## src/core_pkg.sv

```systemverilog
package core_pkg;

   // ****************************************************
   // Widths
   // ****************************************************
   localparam int unsigned INSN_W = 12;
   localparam int unsigned DATA_W = 8;
   localparam int unsigned FADDR_W = 5;
   localparam int unsigned PROG_WORDS_DEF = 512;
   localparam int unsigned QUARTERS = 4;

   // ****************************************************
   // File register map
   // ****************************************************
   localparam logic [4:0] F_INDIRECT = 5'h00;
   localparam logic [4:0] F_TIMER = 5'h01;
   localparam logic [4:0] F_PCL = 5'h02;
   localparam logic [4:0] F_STATUS = 5'h03;
   localparam logic [4:0] F_POINTER = 5'h04;

   // Flag positions in the status register
   localparam int unsigned ST_OVF = 0;
   localparam int unsigned ST_NIB = 1;
   localparam int unsigned ST_NULL = 2;

   // Status reset value and no-op word
   localparam logic [7:0] STATUS_RST = 8'h18;
   localparam logic [11:0] NOP_WORD = 12'h000;

   // ****************************************************
   // Reset address and opcode fields
   // ****************************************************
   localparam logic [11:0] PC_RESET = 12'hfff;
   localparam logic [5:0] OP_ADD_F = 6'h07;
   localparam logic [5:0] OP_SUB_F = 6'h02;

   typedef enum logic [3:0] {
      ALU_PASS_B, ALU_ADD, ALU_SUB, ALU_AND, ALU_OR, ALU_XOR,
      ALU_COM, ALU_INC, ALU_DEC, ALU_RLF, ALU_RRF, ALU_SWAP, ALU_CLR
   } alu_op_t;

   // Decoded instruction
   typedef struct packed {
      alu_op_t op;
      logic use_imm;
      logic to_file;
      logic wr_acc;
      logic set_ovf;
      logic set_nib;
      logic set_null;
      logic jump;
      logic call;
      logic ret;
      logic skip_zero;
   } dec_t;

   // Data memory port
   typedef struct packed {
      logic [FADDR_W-1:0] addr;
      logic [DATA_W-1:0] wdata;
      logic we;
   } dmem_req_t;

endpackage : core_pkg

```

## src/harvard_core.sv

```systemverilog
`timescale 1ns/1ps
`default_nettype none

// What this block does
// - Each instruction is one 12-bit program word.
// - Separate 12-bit program bus delivers one word each instruction cycle.
// - Next instruction is fetched while the current one executes.
// - Instructions finish in one instruction cycle except flow changes.
// - Program space is a parameter: 512, 1K or 2K words, all on chip.
// - Register files reachable directly or through the pointer register.
// - Special registers including program counter live in data space.
// - 8-bit ALU adds, subtracts, shifts and does logic.
// - Arithmetic is two's complement.
// - Two-operand ops use accumulator plus file register or immediate.
// - Single-operand ops act on accumulator or one file register.
// - Accumulator is 8 bits and has no data address.
// - ALU updates carry, nibble carry and zero flags per instruction.
// - In subtraction carry and nibble carry mean no borrow.
// - Cycle is four oscillator periods; cycle-rate output at quarter rate in RC mode, low otherwise.
module harvard_core
   import core_pkg::*;
#(
   parameter int unsigned PROG_WORDS = PROG_WORDS_DEF
)(
   // Clock and reset
   input wire logic ref_clk,
   input wire logic rst_n,
   // Oscillator mode strap, high selects RC mode
   input wire logic rc_mode,
   // Program memory
   output logic [10:0] prog_addr,
   input wire logic [INSN_W-1:0] prog_data,
   // Data register file
   output dmem_req_t dmem_req,
   input wire logic [DATA_W-1:0] dmem_rdata,
   // Observation
   output logic [DATA_W-1:0] acc_out,
   output logic [DATA_W-1:0] status_out,
   output logic cycle_rate_output
);

   localparam int unsigned PC_W = $clog2(PROG_WORDS);
   // Mask is a constant so the reset branch can use it as well
   localparam logic [10:0] PC_MASK = 11'((1 << PC_W) - 1);

   // ****************************************************
   // Parameter check
   // ****************************************************
   if (PROG_WORDS != 512 && PROG_WORDS != 1024 && PROG_WORDS != 2048)
   begin : g_bad
      $error("PROG_WORDS must be 512, 1024 or 2048");
   end

   // ****************************************************
   // State
   // ****************************************************
   typedef struct packed {
      logic [1:0] phase;
      logic [10:0] pc;
      logic [10:0] stack0;
      logic [10:0] stack1;
      logic [INSN_W-1:0] ir;
      logic flush;
      logic [DATA_W-1:0] acc;
      logic [DATA_W-1:0] status;
      logic [DATA_W-1:0] pointer;
      logic [DATA_W-1:0] timer;
      dmem_req_t dreq;
      logic clk_out;
      logic rc_s1;
      logic rc_s2;
   } state_t;

   state_t s_q;
   state_t s_d;
   dec_t dec;
   logic [DATA_W-1:0] opa;
   logic [DATA_W-1:0] opb;
   logic [DATA_W-1:0] fval;
   logic [DATA_W-1:0] res;
   logic [4:0] ea;
   logic c_out;
   logic n_out;
   logic [DATA_W:0] wide;
   logic [4:0] nib;
   logic [10:0] pc_mask;

   assign pc_mask = PC_MASK;

   // ****************************************************
   // Decode
   // ****************************************************
   // Only a compact subset of the 12-bit formats is decoded
   always_comb
   begin
      dec = '0;
      dec.op = ALU_PASS_B;
      unique case (s_q.ir[11:10])
         2'b00:
         begin
            dec.to_file = s_q.ir[5];
            dec.wr_acc = ~s_q.ir[5];
            // Add and subtract codes follow the package opcodes
            case (s_q.ir[9:6])
               4'h1: dec.op = ALU_CLR;
               OP_SUB_F[3:0]: dec.op = ALU_SUB;
               4'h3: dec.op = ALU_DEC;
               4'h4: dec.op = ALU_OR;
               4'h5: dec.op = ALU_AND;
               4'h6: dec.op = ALU_XOR;
               OP_ADD_F[3:0]: dec.op = ALU_ADD;
               4'h8: dec.op = ALU_PASS_B;
               4'h9: dec.op = ALU_COM;
               4'ha: dec.op = ALU_INC;
               4'hc: dec.op = ALU_RRF;
               4'hd: dec.op = ALU_RLF;
               4'he: dec.op = ALU_SWAP;
               default: dec.op = ALU_PASS_B;
            endcase
            dec.set_null = dec.op inside {ALU_CLR, ALU_SUB, ALU_DEC, ALU_OR, ALU_AND,
               ALU_XOR, ALU_ADD, ALU_PASS_B, ALU_COM, ALU_INC};
            dec.set_ovf = dec.op inside {ALU_ADD, ALU_SUB, ALU_RLF, ALU_RRF};
            dec.set_nib = dec.op inside {ALU_ADD, ALU_SUB};
            if (s_q.ir[11:0] == NOP_WORD)
            begin
               dec.wr_acc = 1'b0;
               dec.set_null = 1'b0;
            end
         end
         2'b10:
         begin
            dec.jump = 1'b1;
            dec.call = ~s_q.ir[9];
         end
         2'b11:
         begin
            dec.use_imm = 1'b1;
            dec.wr_acc = 1'b1;
            case (s_q.ir[9:8])
               2'b00: dec.op = ALU_PASS_B;
               2'b01: dec.op = ALU_OR;
               2'b10: dec.op = ALU_AND;
               default: dec.op = ALU_XOR;
            endcase
            dec.set_null = (s_q.ir[9:8] != 2'b00);
         end
         default:
         begin
            dec.ret = (s_q.ir[9:8] == 2'b00);
            dec.jump = dec.ret;
            dec.wr_acc = dec.ret;
         end
      endcase
   end

   // ****************************************************
   // Operand fetch and ALU
   // ****************************************************
   // Pointer register supplies the address for location zero
   always_comb
   begin
      ea = (s_q.ir[4:0] == F_INDIRECT) ? s_q.pointer[4:0] : s_q.ir[4:0];
      case (ea)
         F_TIMER: fval = s_q.timer;
         F_PCL: fval = s_q.pc[7:0];
         F_STATUS: fval = s_q.status;
         F_POINTER: fval = s_q.pointer;
         default: fval = dmem_rdata;
      endcase
      opa = s_q.acc;
      opb = dec.use_imm ? s_q.ir[7:0] : fval;
      wide = '0;
      nib = '0;
      c_out = s_q.status[ST_OVF];
      n_out = s_q.status[ST_NIB];
      case (dec.op)
         ALU_ADD:
         begin
            wide = {1'b0, opb} + {1'b0, opa};
            nib = {1'b0, opb[3:0]} + {1'b0, opa[3:0]};
            res = wide[7:0];
            c_out = wide[8];
            n_out = nib[4];
         end
         ALU_SUB:
         begin
            wide = {1'b0, opb} + {1'b0, ~opa} + 9'h001;
            nib = {1'b0, opb[3:0]} + {1'b0, ~opa[3:0]} + 5'h01;
            res = wide[7:0];
            c_out = wide[8];
            n_out = nib[4];
         end
         ALU_AND: res = opa & opb;
         ALU_OR: res = opa | opb;
         ALU_XOR: res = opa ^ opb;
         ALU_COM: res = ~opb;
         ALU_INC: res = opb + 8'h01;
         ALU_DEC: res = opb - 8'h01;
         ALU_RLF:
         begin
            res = {opb[6:0], s_q.status[ST_OVF]};
            c_out = opb[7];
         end
         ALU_RRF:
         begin
            res = {s_q.status[ST_OVF], opb[7:1]};
            c_out = opb[0];
         end
         ALU_SWAP: res = {opb[3:0], opb[7:4]};
         ALU_CLR: res = 8'h00;
         default: res = opb;
      endcase
   end

   // ****************************************************
   // Next state
   // ****************************************************
   always_comb
   begin
      s_d = s_q;
      s_d.rc_s1 = rc_mode;
      s_d.rc_s2 = s_q.rc_s1;
      s_d.phase = s_q.phase + 2'd1;
      s_d.dreq.we = 1'b0;
      // Cycle-rate output high for the first half of the cycle
      s_d.clk_out = s_q.rc_s2 & (s_d.phase < 2'd2);
      s_d.dreq.addr = ea;
      // Program state and timer advance on the last quarter only
      if (s_q.phase == 2'(QUARTERS - 1))
      begin
         s_d.ir = prog_data;
         s_d.pc = (s_q.pc + 11'd1) & pc_mask;
         s_d.flush = 1'b0;
         s_d.timer = s_q.timer + 8'h01;
         if (!s_q.flush)
         begin
            if (dec.set_null)
               s_d.status[ST_NULL] = (res == 8'h00);
            if (dec.set_ovf)
               s_d.status[ST_OVF] = c_out;
            if (dec.set_nib)
               s_d.status[ST_NIB] = n_out;
            if (dec.wr_acc)
               s_d.acc = dec.ret ? s_q.ir[7:0] : res;
            if (dec.to_file)
            begin
               case (ea)
                  F_TIMER: s_d.timer = res;
                  F_STATUS: s_d.status = res;
                  F_POINTER: s_d.pointer = res;
                  F_PCL:
                  begin
                     s_d.pc = {s_q.pc[10:8], res} & pc_mask;
                     s_d.flush = 1'b1;
                  end
                  default:
                  begin
                     s_d.dreq.we = 1'b1;
                     s_d.dreq.wdata = res;
                  end
               endcase
            end
            if (dec.jump)
            begin
               s_d.flush = 1'b1;
               if (dec.ret)
               begin
                  s_d.pc = s_q.stack0;
                  s_d.stack0 = s_q.stack1;
               end
               else
               begin
                  s_d.pc = (dec.call ? {3'b000, s_q.ir[7:0]}
                     : {2'b00, s_q.ir[8:0]}) & pc_mask;
                  if (dec.call)
                  begin
                     s_d.stack1 = s_q.stack0;
                     s_d.stack0 = s_q.pc;
                  end
               end
            end
         end
      end
   end

   // ****************************************************
   // Registers
   // ****************************************************
   always_ff @(posedge ref_clk or negedge rst_n)
   begin
      if (!rst_n)
      begin
         s_q <= '0;
         s_q.pc <= PC_RESET[10:0] & PC_MASK;
         s_q.status <= STATUS_RST;
         s_q.flush <= 1'b1; // Nothing valid prefetched yet
      end
      else
      begin
         s_q <= s_d;
      end
   end

   // Outputs straight from flops
   assign prog_addr = s_q.pc;
   assign dmem_req = s_q.dreq;
   assign acc_out = s_q.acc;
   assign status_out = s_q.status;
   assign cycle_rate_output = s_q.clk_out;

endmodule : harvard_core

`default_nettype wire

```

## config.mk

```make
export PLATFORM = sky130hd
export DESIGN_NAME = harvard_core
export DESIGN_NICKNAME = d
export VERILOG_FILES = /design/src/core_pkg.sv /design/src/harvard_core.sv
export SDC_FILE = /design/constraint.sdc
export NUM_CORES = 1
export LEC_CHECK = 0
export BUFFER_PORTS_ARGS = -buffer_cell sky130_fd_sc_hd__buf_2
export CAP_MARGIN = 25
export CELL_PAD_IN_SITES_DETAIL_PLACEMENT = 1
export CELL_PAD_IN_SITES_GLOBAL_PLACEMENT = 1
export CORE_AREA = 2 2 134 136
export CTS_CLUSTER_SIZE = 12
export DETAILED_ROUTE_END_ITERATION = 16
export DIE_AREA = 0 0 136 138
export PLACE_DENSITY_LB_ADDON = 0.1
export SYNTH_ARGS = -nofsm -noshare
export SYNTH_HDL_FRONTEND = slang
export SYNTH_SLANG_ARGS = --single-unit
```

## constraint.sdc

```tcl
create_clock -name ref_clk -period 6.4 [get_ports ref_clk]
set_clock_uncertainty 0.15 [all_clocks]
set_input_delay 0.64 -clock ref_clk [delete_from_list [all_inputs] [get_ports ref_clk]]
set_output_delay 0.64 -clock ref_clk [all_outputs]
set_load 0.005 [all_outputs]
```

### Word-level counts from Yosys, hierarchy flattened

Memories as Yosys holds them, arrays and structs flattened.
Index checks and enable logic that the tools add are counted.

* add/sub/neg operators: 11
* $lt $le $gt $ge: 1
* equal/unequal tests: 33
* muxes and demuxes: 44
* bitwise logic cells: 12
* reduce and logical (&&, ||, !) cells: 22

Operators by type and width (number)
* $mux W33: 3
* $pmux W8 S12: 1
* $mux W8: 6
* $mux W22: 2
* $eq A4 B4 Y1 const B: 9
* $eq A4 B3 Y1 const B: 8
* $pmux W8 S4: 1
* $mux W9: 3
* $mux W24: 1
* $add A8 B8 Y9: 2
* $add A9 B1 Y9 const B: 2
* $add A8 B1 Y8 const B: 2
* $eq A4 B2 Y1 const B: 4
* $mux W1: 16
* $not A8 Y8: 2
* $reduce_and A4 Y1: 4
* $logic_not A12 Y1: 1
* $mux W11: 1
* $add A4 B4 Y5: 2
* $eq A5 B2 Y1 const B: 2
* $reduce_bool A10 Y1: 1
* $pmux W3 S3: 1
* $and A8 B8 Y8: 1
* $eq A2 B2 Y1 const B: 4
* 33 further kinds: 44

* register bits after elaboration: 97
* memory bits (read-only): 64
* input port bits: 23
* memories: 1

Memories
* (name not given): depth 16, bits a word 4, rd ports 1, clocked after Yosys merged registers in 0, wr ports 0, RTL line harvard_core.sv:104 `case (s_q.ir[9:6])`

### Logic depth before layout (Yosys ltp)

* depth after elaboration: 13
* depth in mapped cells: 20

### Worst setup path before layout

Ideal clock, no wire load.

* path type: register to register
* start point: reg s_q[52] (netlist name)
* end point: reg s_q (netlist bit status_out[2])
* arrival: 4220 ps
* data required time: 6158 ps
* setup slack: 1938 ps
* stages on the path, launching flop included: 15
* buffers on the path: 1
* path through: dfrtp_1 -> buf_6 -> or4b_4 -> a21oi_4 -> o211ai_1 -> a32oi_1 -> ha_1 -> o21bai_1 -> a211o_1 -> a211o_1 -> a311oi_1 -> o2111ai_1 -> o32ai_4 -> nand4_1 -> o31ai_2

* cells in the longest elaborated chain, start to end: 12
* elaborated cells between the ends (all ways): 25

Ends and longest elaborated chain
* from (decl): RTL line harvard_core.sv:74 `state_t s_q;`
* $logic_not A5 Y1: RTL line harvard_core.sv:162 `ea = (s_q.ir[4:0] == F_INDIRECT) ? s_q.pointer[4:0] : s_q.ir[4:0];`
* $mux W5: RTL line harvard_core.sv:162
* $eq A5 B3 Y1 (tied with other cells): RTL line harvard_core.sv:163 `case (ea)`
* $pmux W8 S4: RTL line harvard_core.sv:163
* $mux W8: RTL line harvard_core.sv:171 `opb = dec.use_imm ? s_q.ir[7:0] : fval;`
* $add A8 B8 Y9: RTL line harvard_core.sv:187 `wide = {1'b0, opb} + {1'b0, ~opa} + 9'h001;`
* $add A9 B1 Y9: RTL line harvard_core.sv:187
* $pmux W8 S12: RTL line harvard_core.sv:176 `case (dec.op)`
* $logic_not A8 Y1: RTL line harvard_core.sv:238 `s_d.status[ST_NULL] = (res == 8'h00);`
* $mux W1: RTL line harvard_core.sv:237 `if (dec.set_null)`
* $mux W8: RTL line harvard_core.sv:247 `case (ea)`
* $mux W24 *: RTL line harvard_core.sv:245 `if (dec.to_file)`

Mark *: on every way between the ends. The rest lies on a longest branch, timed or not.
A chain may end at the register's enable or synchronous reset.

### Worst setup path after layout

Ends and elaborated chain as after synthesis.

==> summary.txt <==
Logic synthesis
  – Synthesized flop and latch total: 97
  – Syn_area_per_cell: 8.44 um^2
  – Post-synth top area cell: dfrtp_1
  – Share of the synthesized area in the top cell type: 26.5%
  – Netlist cell types: 95
  – Post-synthesis async set-or-reset flop share: 100%
  – Syn. warnings: 0
  – Post-synth top flop: dfrtp_1
  – Mapped Area: 0.00803 mm^2
  – Synth Net Count: 1023
  – Area contributors post-synth: dfrtp_1 26%, ha_1 7.0%, nand2_1 5.0%
  – Mapped Cells: 952
  – Number of synthesized flops with an enable pin: 0
  – Sequential area share after synthesis: 30.4%

Route
  – Vias: 7725
  – Wirelength per Cell: 24.7 um
  – 1st-iter DRT viols: 727
  – Final WL: 29.3 mm
  – Detail-routed via count per cell: 6.52
  – 1st-pass router iterations: 7
  – Routed Antenna Nets: 0
  – DR DRC count: 0

Critical path
  – Crit path max fanout: 20
  – CP startpoint kind: flop
  – Kind of critical path: reg -> reg
  – Worst reg2reg setup slack: 0.63 ns
  – Crit path launch: s_q[52]$_DFFE_PN0P_
  – FF-to-FF End: status_out[2]$_DFFE_PN0P_
  – Worst reg2reg startpoint: s_q[52]$_DFFE_PN0P_
  – R2r worst-path depth: 14
  – Worst EP required: 6.53 ns
  – Critical Path Sink: status_out[2]$_DFFE_PN0P_
  – Critical Path End Type: flop
  – Critical Path AT: 5.89 ns

Power
  – Overall power: 2.17 mW
  – Leakage: 3.59 nW
  – VDD IR-drop max: 0.000172 V
  – PD cells: 254 mW/mm^2

STA
  – Max Transition Viols Final: 0
  – RSZ-0062 raised after global routing: no
  – Highest Clock Rate: 0.173 GHz
  – Fin. Hold Viols: 0
  – Worst-Margin Slew: 1.01 ns
  – Fin crit share: 90.1%
  – Slew headroom: 32.7%
  – Period minus WS final: 5.77 ns
  – Total negative slack: 0 ns
  – # setup viols final: 0

Placed design
  – RePlAce Congestion: 0.930
  – IO Port Bufs: 64
  – Dpl cell area: 0.00821 mm^2
  – Post-Place Cells: 1166
  – Detailed placement HPWL: 21.9 mm

Global route
  – Number of global-route vias before repair: 7726
  – Tot GR Track Use: 31.6%
  – Grt ovf: 0
  – First-pass GRT wire length: 45.7 mm
  – Initial antenna violation count: 1
  – Pin count of the biggest net entering global routing: 52

Clock tree
  – Clk_lat worst skew: 0.36 ns
  – Clock transition at the registers of the reported paths: 0.08 ns
  – Root buffer cell: clkbuf_16
  – Hold_buf cts: 0
  – Clock Tree Buf Depth: 2
  – Num CTS Buffers: 9
  – H-tree levels: 3
  – Resized cells post-CTS: 0
  – CTS Sinks: 97
  – CTS tree: built
  – Post-CTS Setup Repair Bufs: 0

Cells and area
  – Syn-to-layout area delta: 6.21%
  – Final std cells w/o fill: 1184
  – Share of layout cells above drive strength 1: 17.7%
  – Post-route cell area: 0.00853 mm^2
  – NumNets Final: 1020

Status
  – Outcome: finished clean

Floorplan
  – Die area: 0.0188 mm^2
  – DIE WIDTH: 136 um
  – Core ar.: 0.0175 mm^2
  – Site Rows: 49
  – Initial Util: 45.8%
  – Die Span Y: 138 um
  – IO Count: 65

Hold path
  – Hold Crit Class: in -> async

Run
  – Max_cap viols: 0
## synth_stat cells (10+ instances only)
library cell and count:
a211oi_1 12, nor3_1 18, dfstp_2 12, nand4_1 10, nand3_1 35, buf_4 42
o21ai_1 24, nand2_1 106, or3_1 10, ha_1 45, nor2_1 67, nand2b_1 12
buf_2 15, mux2_2 18, o31ai_1 10, clkbuf_1 33, nor2b_1 11, a31oi_1 21
o211ai_1 12, inv_1 44, o21ai_0 67, a21oi_1 41, o22ai_1 11, dfrtp_1 85
## power breakdown
part	leakage, nW	switching [mW]	internal, mW
Clock	0.151	0.275	0.311
Combinational	2.31	0.441	0.285
Sequential	1.13	0.139	0.717
## flip-flops by register name, indices dropped and copies added, names as in the netlist
name / cells
cycle_rate_output: 1
s_d: 1
prog_addr: 11
status_out: 8
acc_out: 8
s_q: 54
dmem_req: 14
## placed cells by master (no fill, tap or decap), types with 21 or more instances in the layout
| cell type | instances |
|---|---|
| a21oi_1 | 41 |
| a31oi_1 | 21 |
| buf_2 | 63 |
| dfrtp_1 | 85 |
| ha_1 | 44 |
| inv_1 | 44 |
| nand2_1 | 106 |
| nand3_1 | 35 |
| nor2_1 | 67 |
| o21ai_0 | 67 |
| o21ai_1 | 24 |
## per-stage QoR
step                hold slack, ns  util, %  setup slack [ns]
global placement             0.186     46.8             0.913
floorplan                    0.181        -              1.94
global route                 0.208     48.6             0.377
finish                       0.156     48.7             0.634
detailed placement           0.190     46.8             0.720
CTS                          0.200     48.6             0.710
## routing by layer
metal,track usage (%),up-vias,routed length [um]
met2,48.4,309,13300
met4,8.55,0,722
li1,-,3467,-
met1,44.9,3894,13100
met3,6.86,55,2240
met5,0,-,0
## cell type report
class	instances	area (um^2)
tap	229	287
clock inverter	7	87.6
clock buffer	9	225
multi-input combinational	712	4860
inverter	50	188
antenna	1	2.50
sequential	97	2440
timing repair buffer	79	435
fill	2151	9000
## kinds of logic (layout without fill, tap and decap cells)
| logic type | after synthesis | after routing | synth area share, % |
|---|---|---|---|
| AO/OA/AOI/OAI | 317 | 317 | 29.3 |
| XOR/XNOR | 8 | 8 | 0.872 |
| adder cells (fa/ha/maj) | 48 | 48 | 7.76 |
| buffers and inverters | 143 | 145 | 9.07 |
| flip-flops | 97 | 97 | 30.4 |
| multiplexers | 20 | 20 | 2.77 |
| other | 0 | 1 | 0 |
| AND/OR/NAND/NOR | 319 | 319 | 19.9 |
## critical path: stages, from the launching register on
cell	delay, ns
dfrtp_1	0.71
or3_1	0.71
o31ai_1	0.32
o21ai_1	0.15
a32oi_1	0.81
ha_1	0.41
nor2b_1	0.15
o21ai_0	0.21
a21boi_0	0.18
o21a_1	0.21
or3_1	0.31
a311o_1	0.36
nor4_4	0.58
nand4_1	0.20
o31ai_2	0.23
## how the worst min path moves through the flow
stage / start / endpoint / slack (ns) / cells past startpoint
after global placement: s_d[0]$_DFF_PN0_ / s_q[0]$_DFF_PN0_ / 0.19 / 0
after CTS: rst_n / acc_out[2]$_DFFE_PN0P_ / 0.20 / 1
final: rst_n / acc_out[2]$_DFFE_PN0P_ / 0.16 / 1
after global routing: s_d[0]$_DFF_PN0_ / s_q[0]$_DFF_PN0_ / 0.21 / 0
after floorplan: s_d[0]$_DFF_PN0_ / s_q[0]$_DFF_PN0_ / 0.18 / 0
after detailed placement: s_d[0]$_DFF_PN0_ / s_q[0]$_DFF_PN0_ / 0.19 / 0
Note: power is estimated with default switching activity, not from simulation.
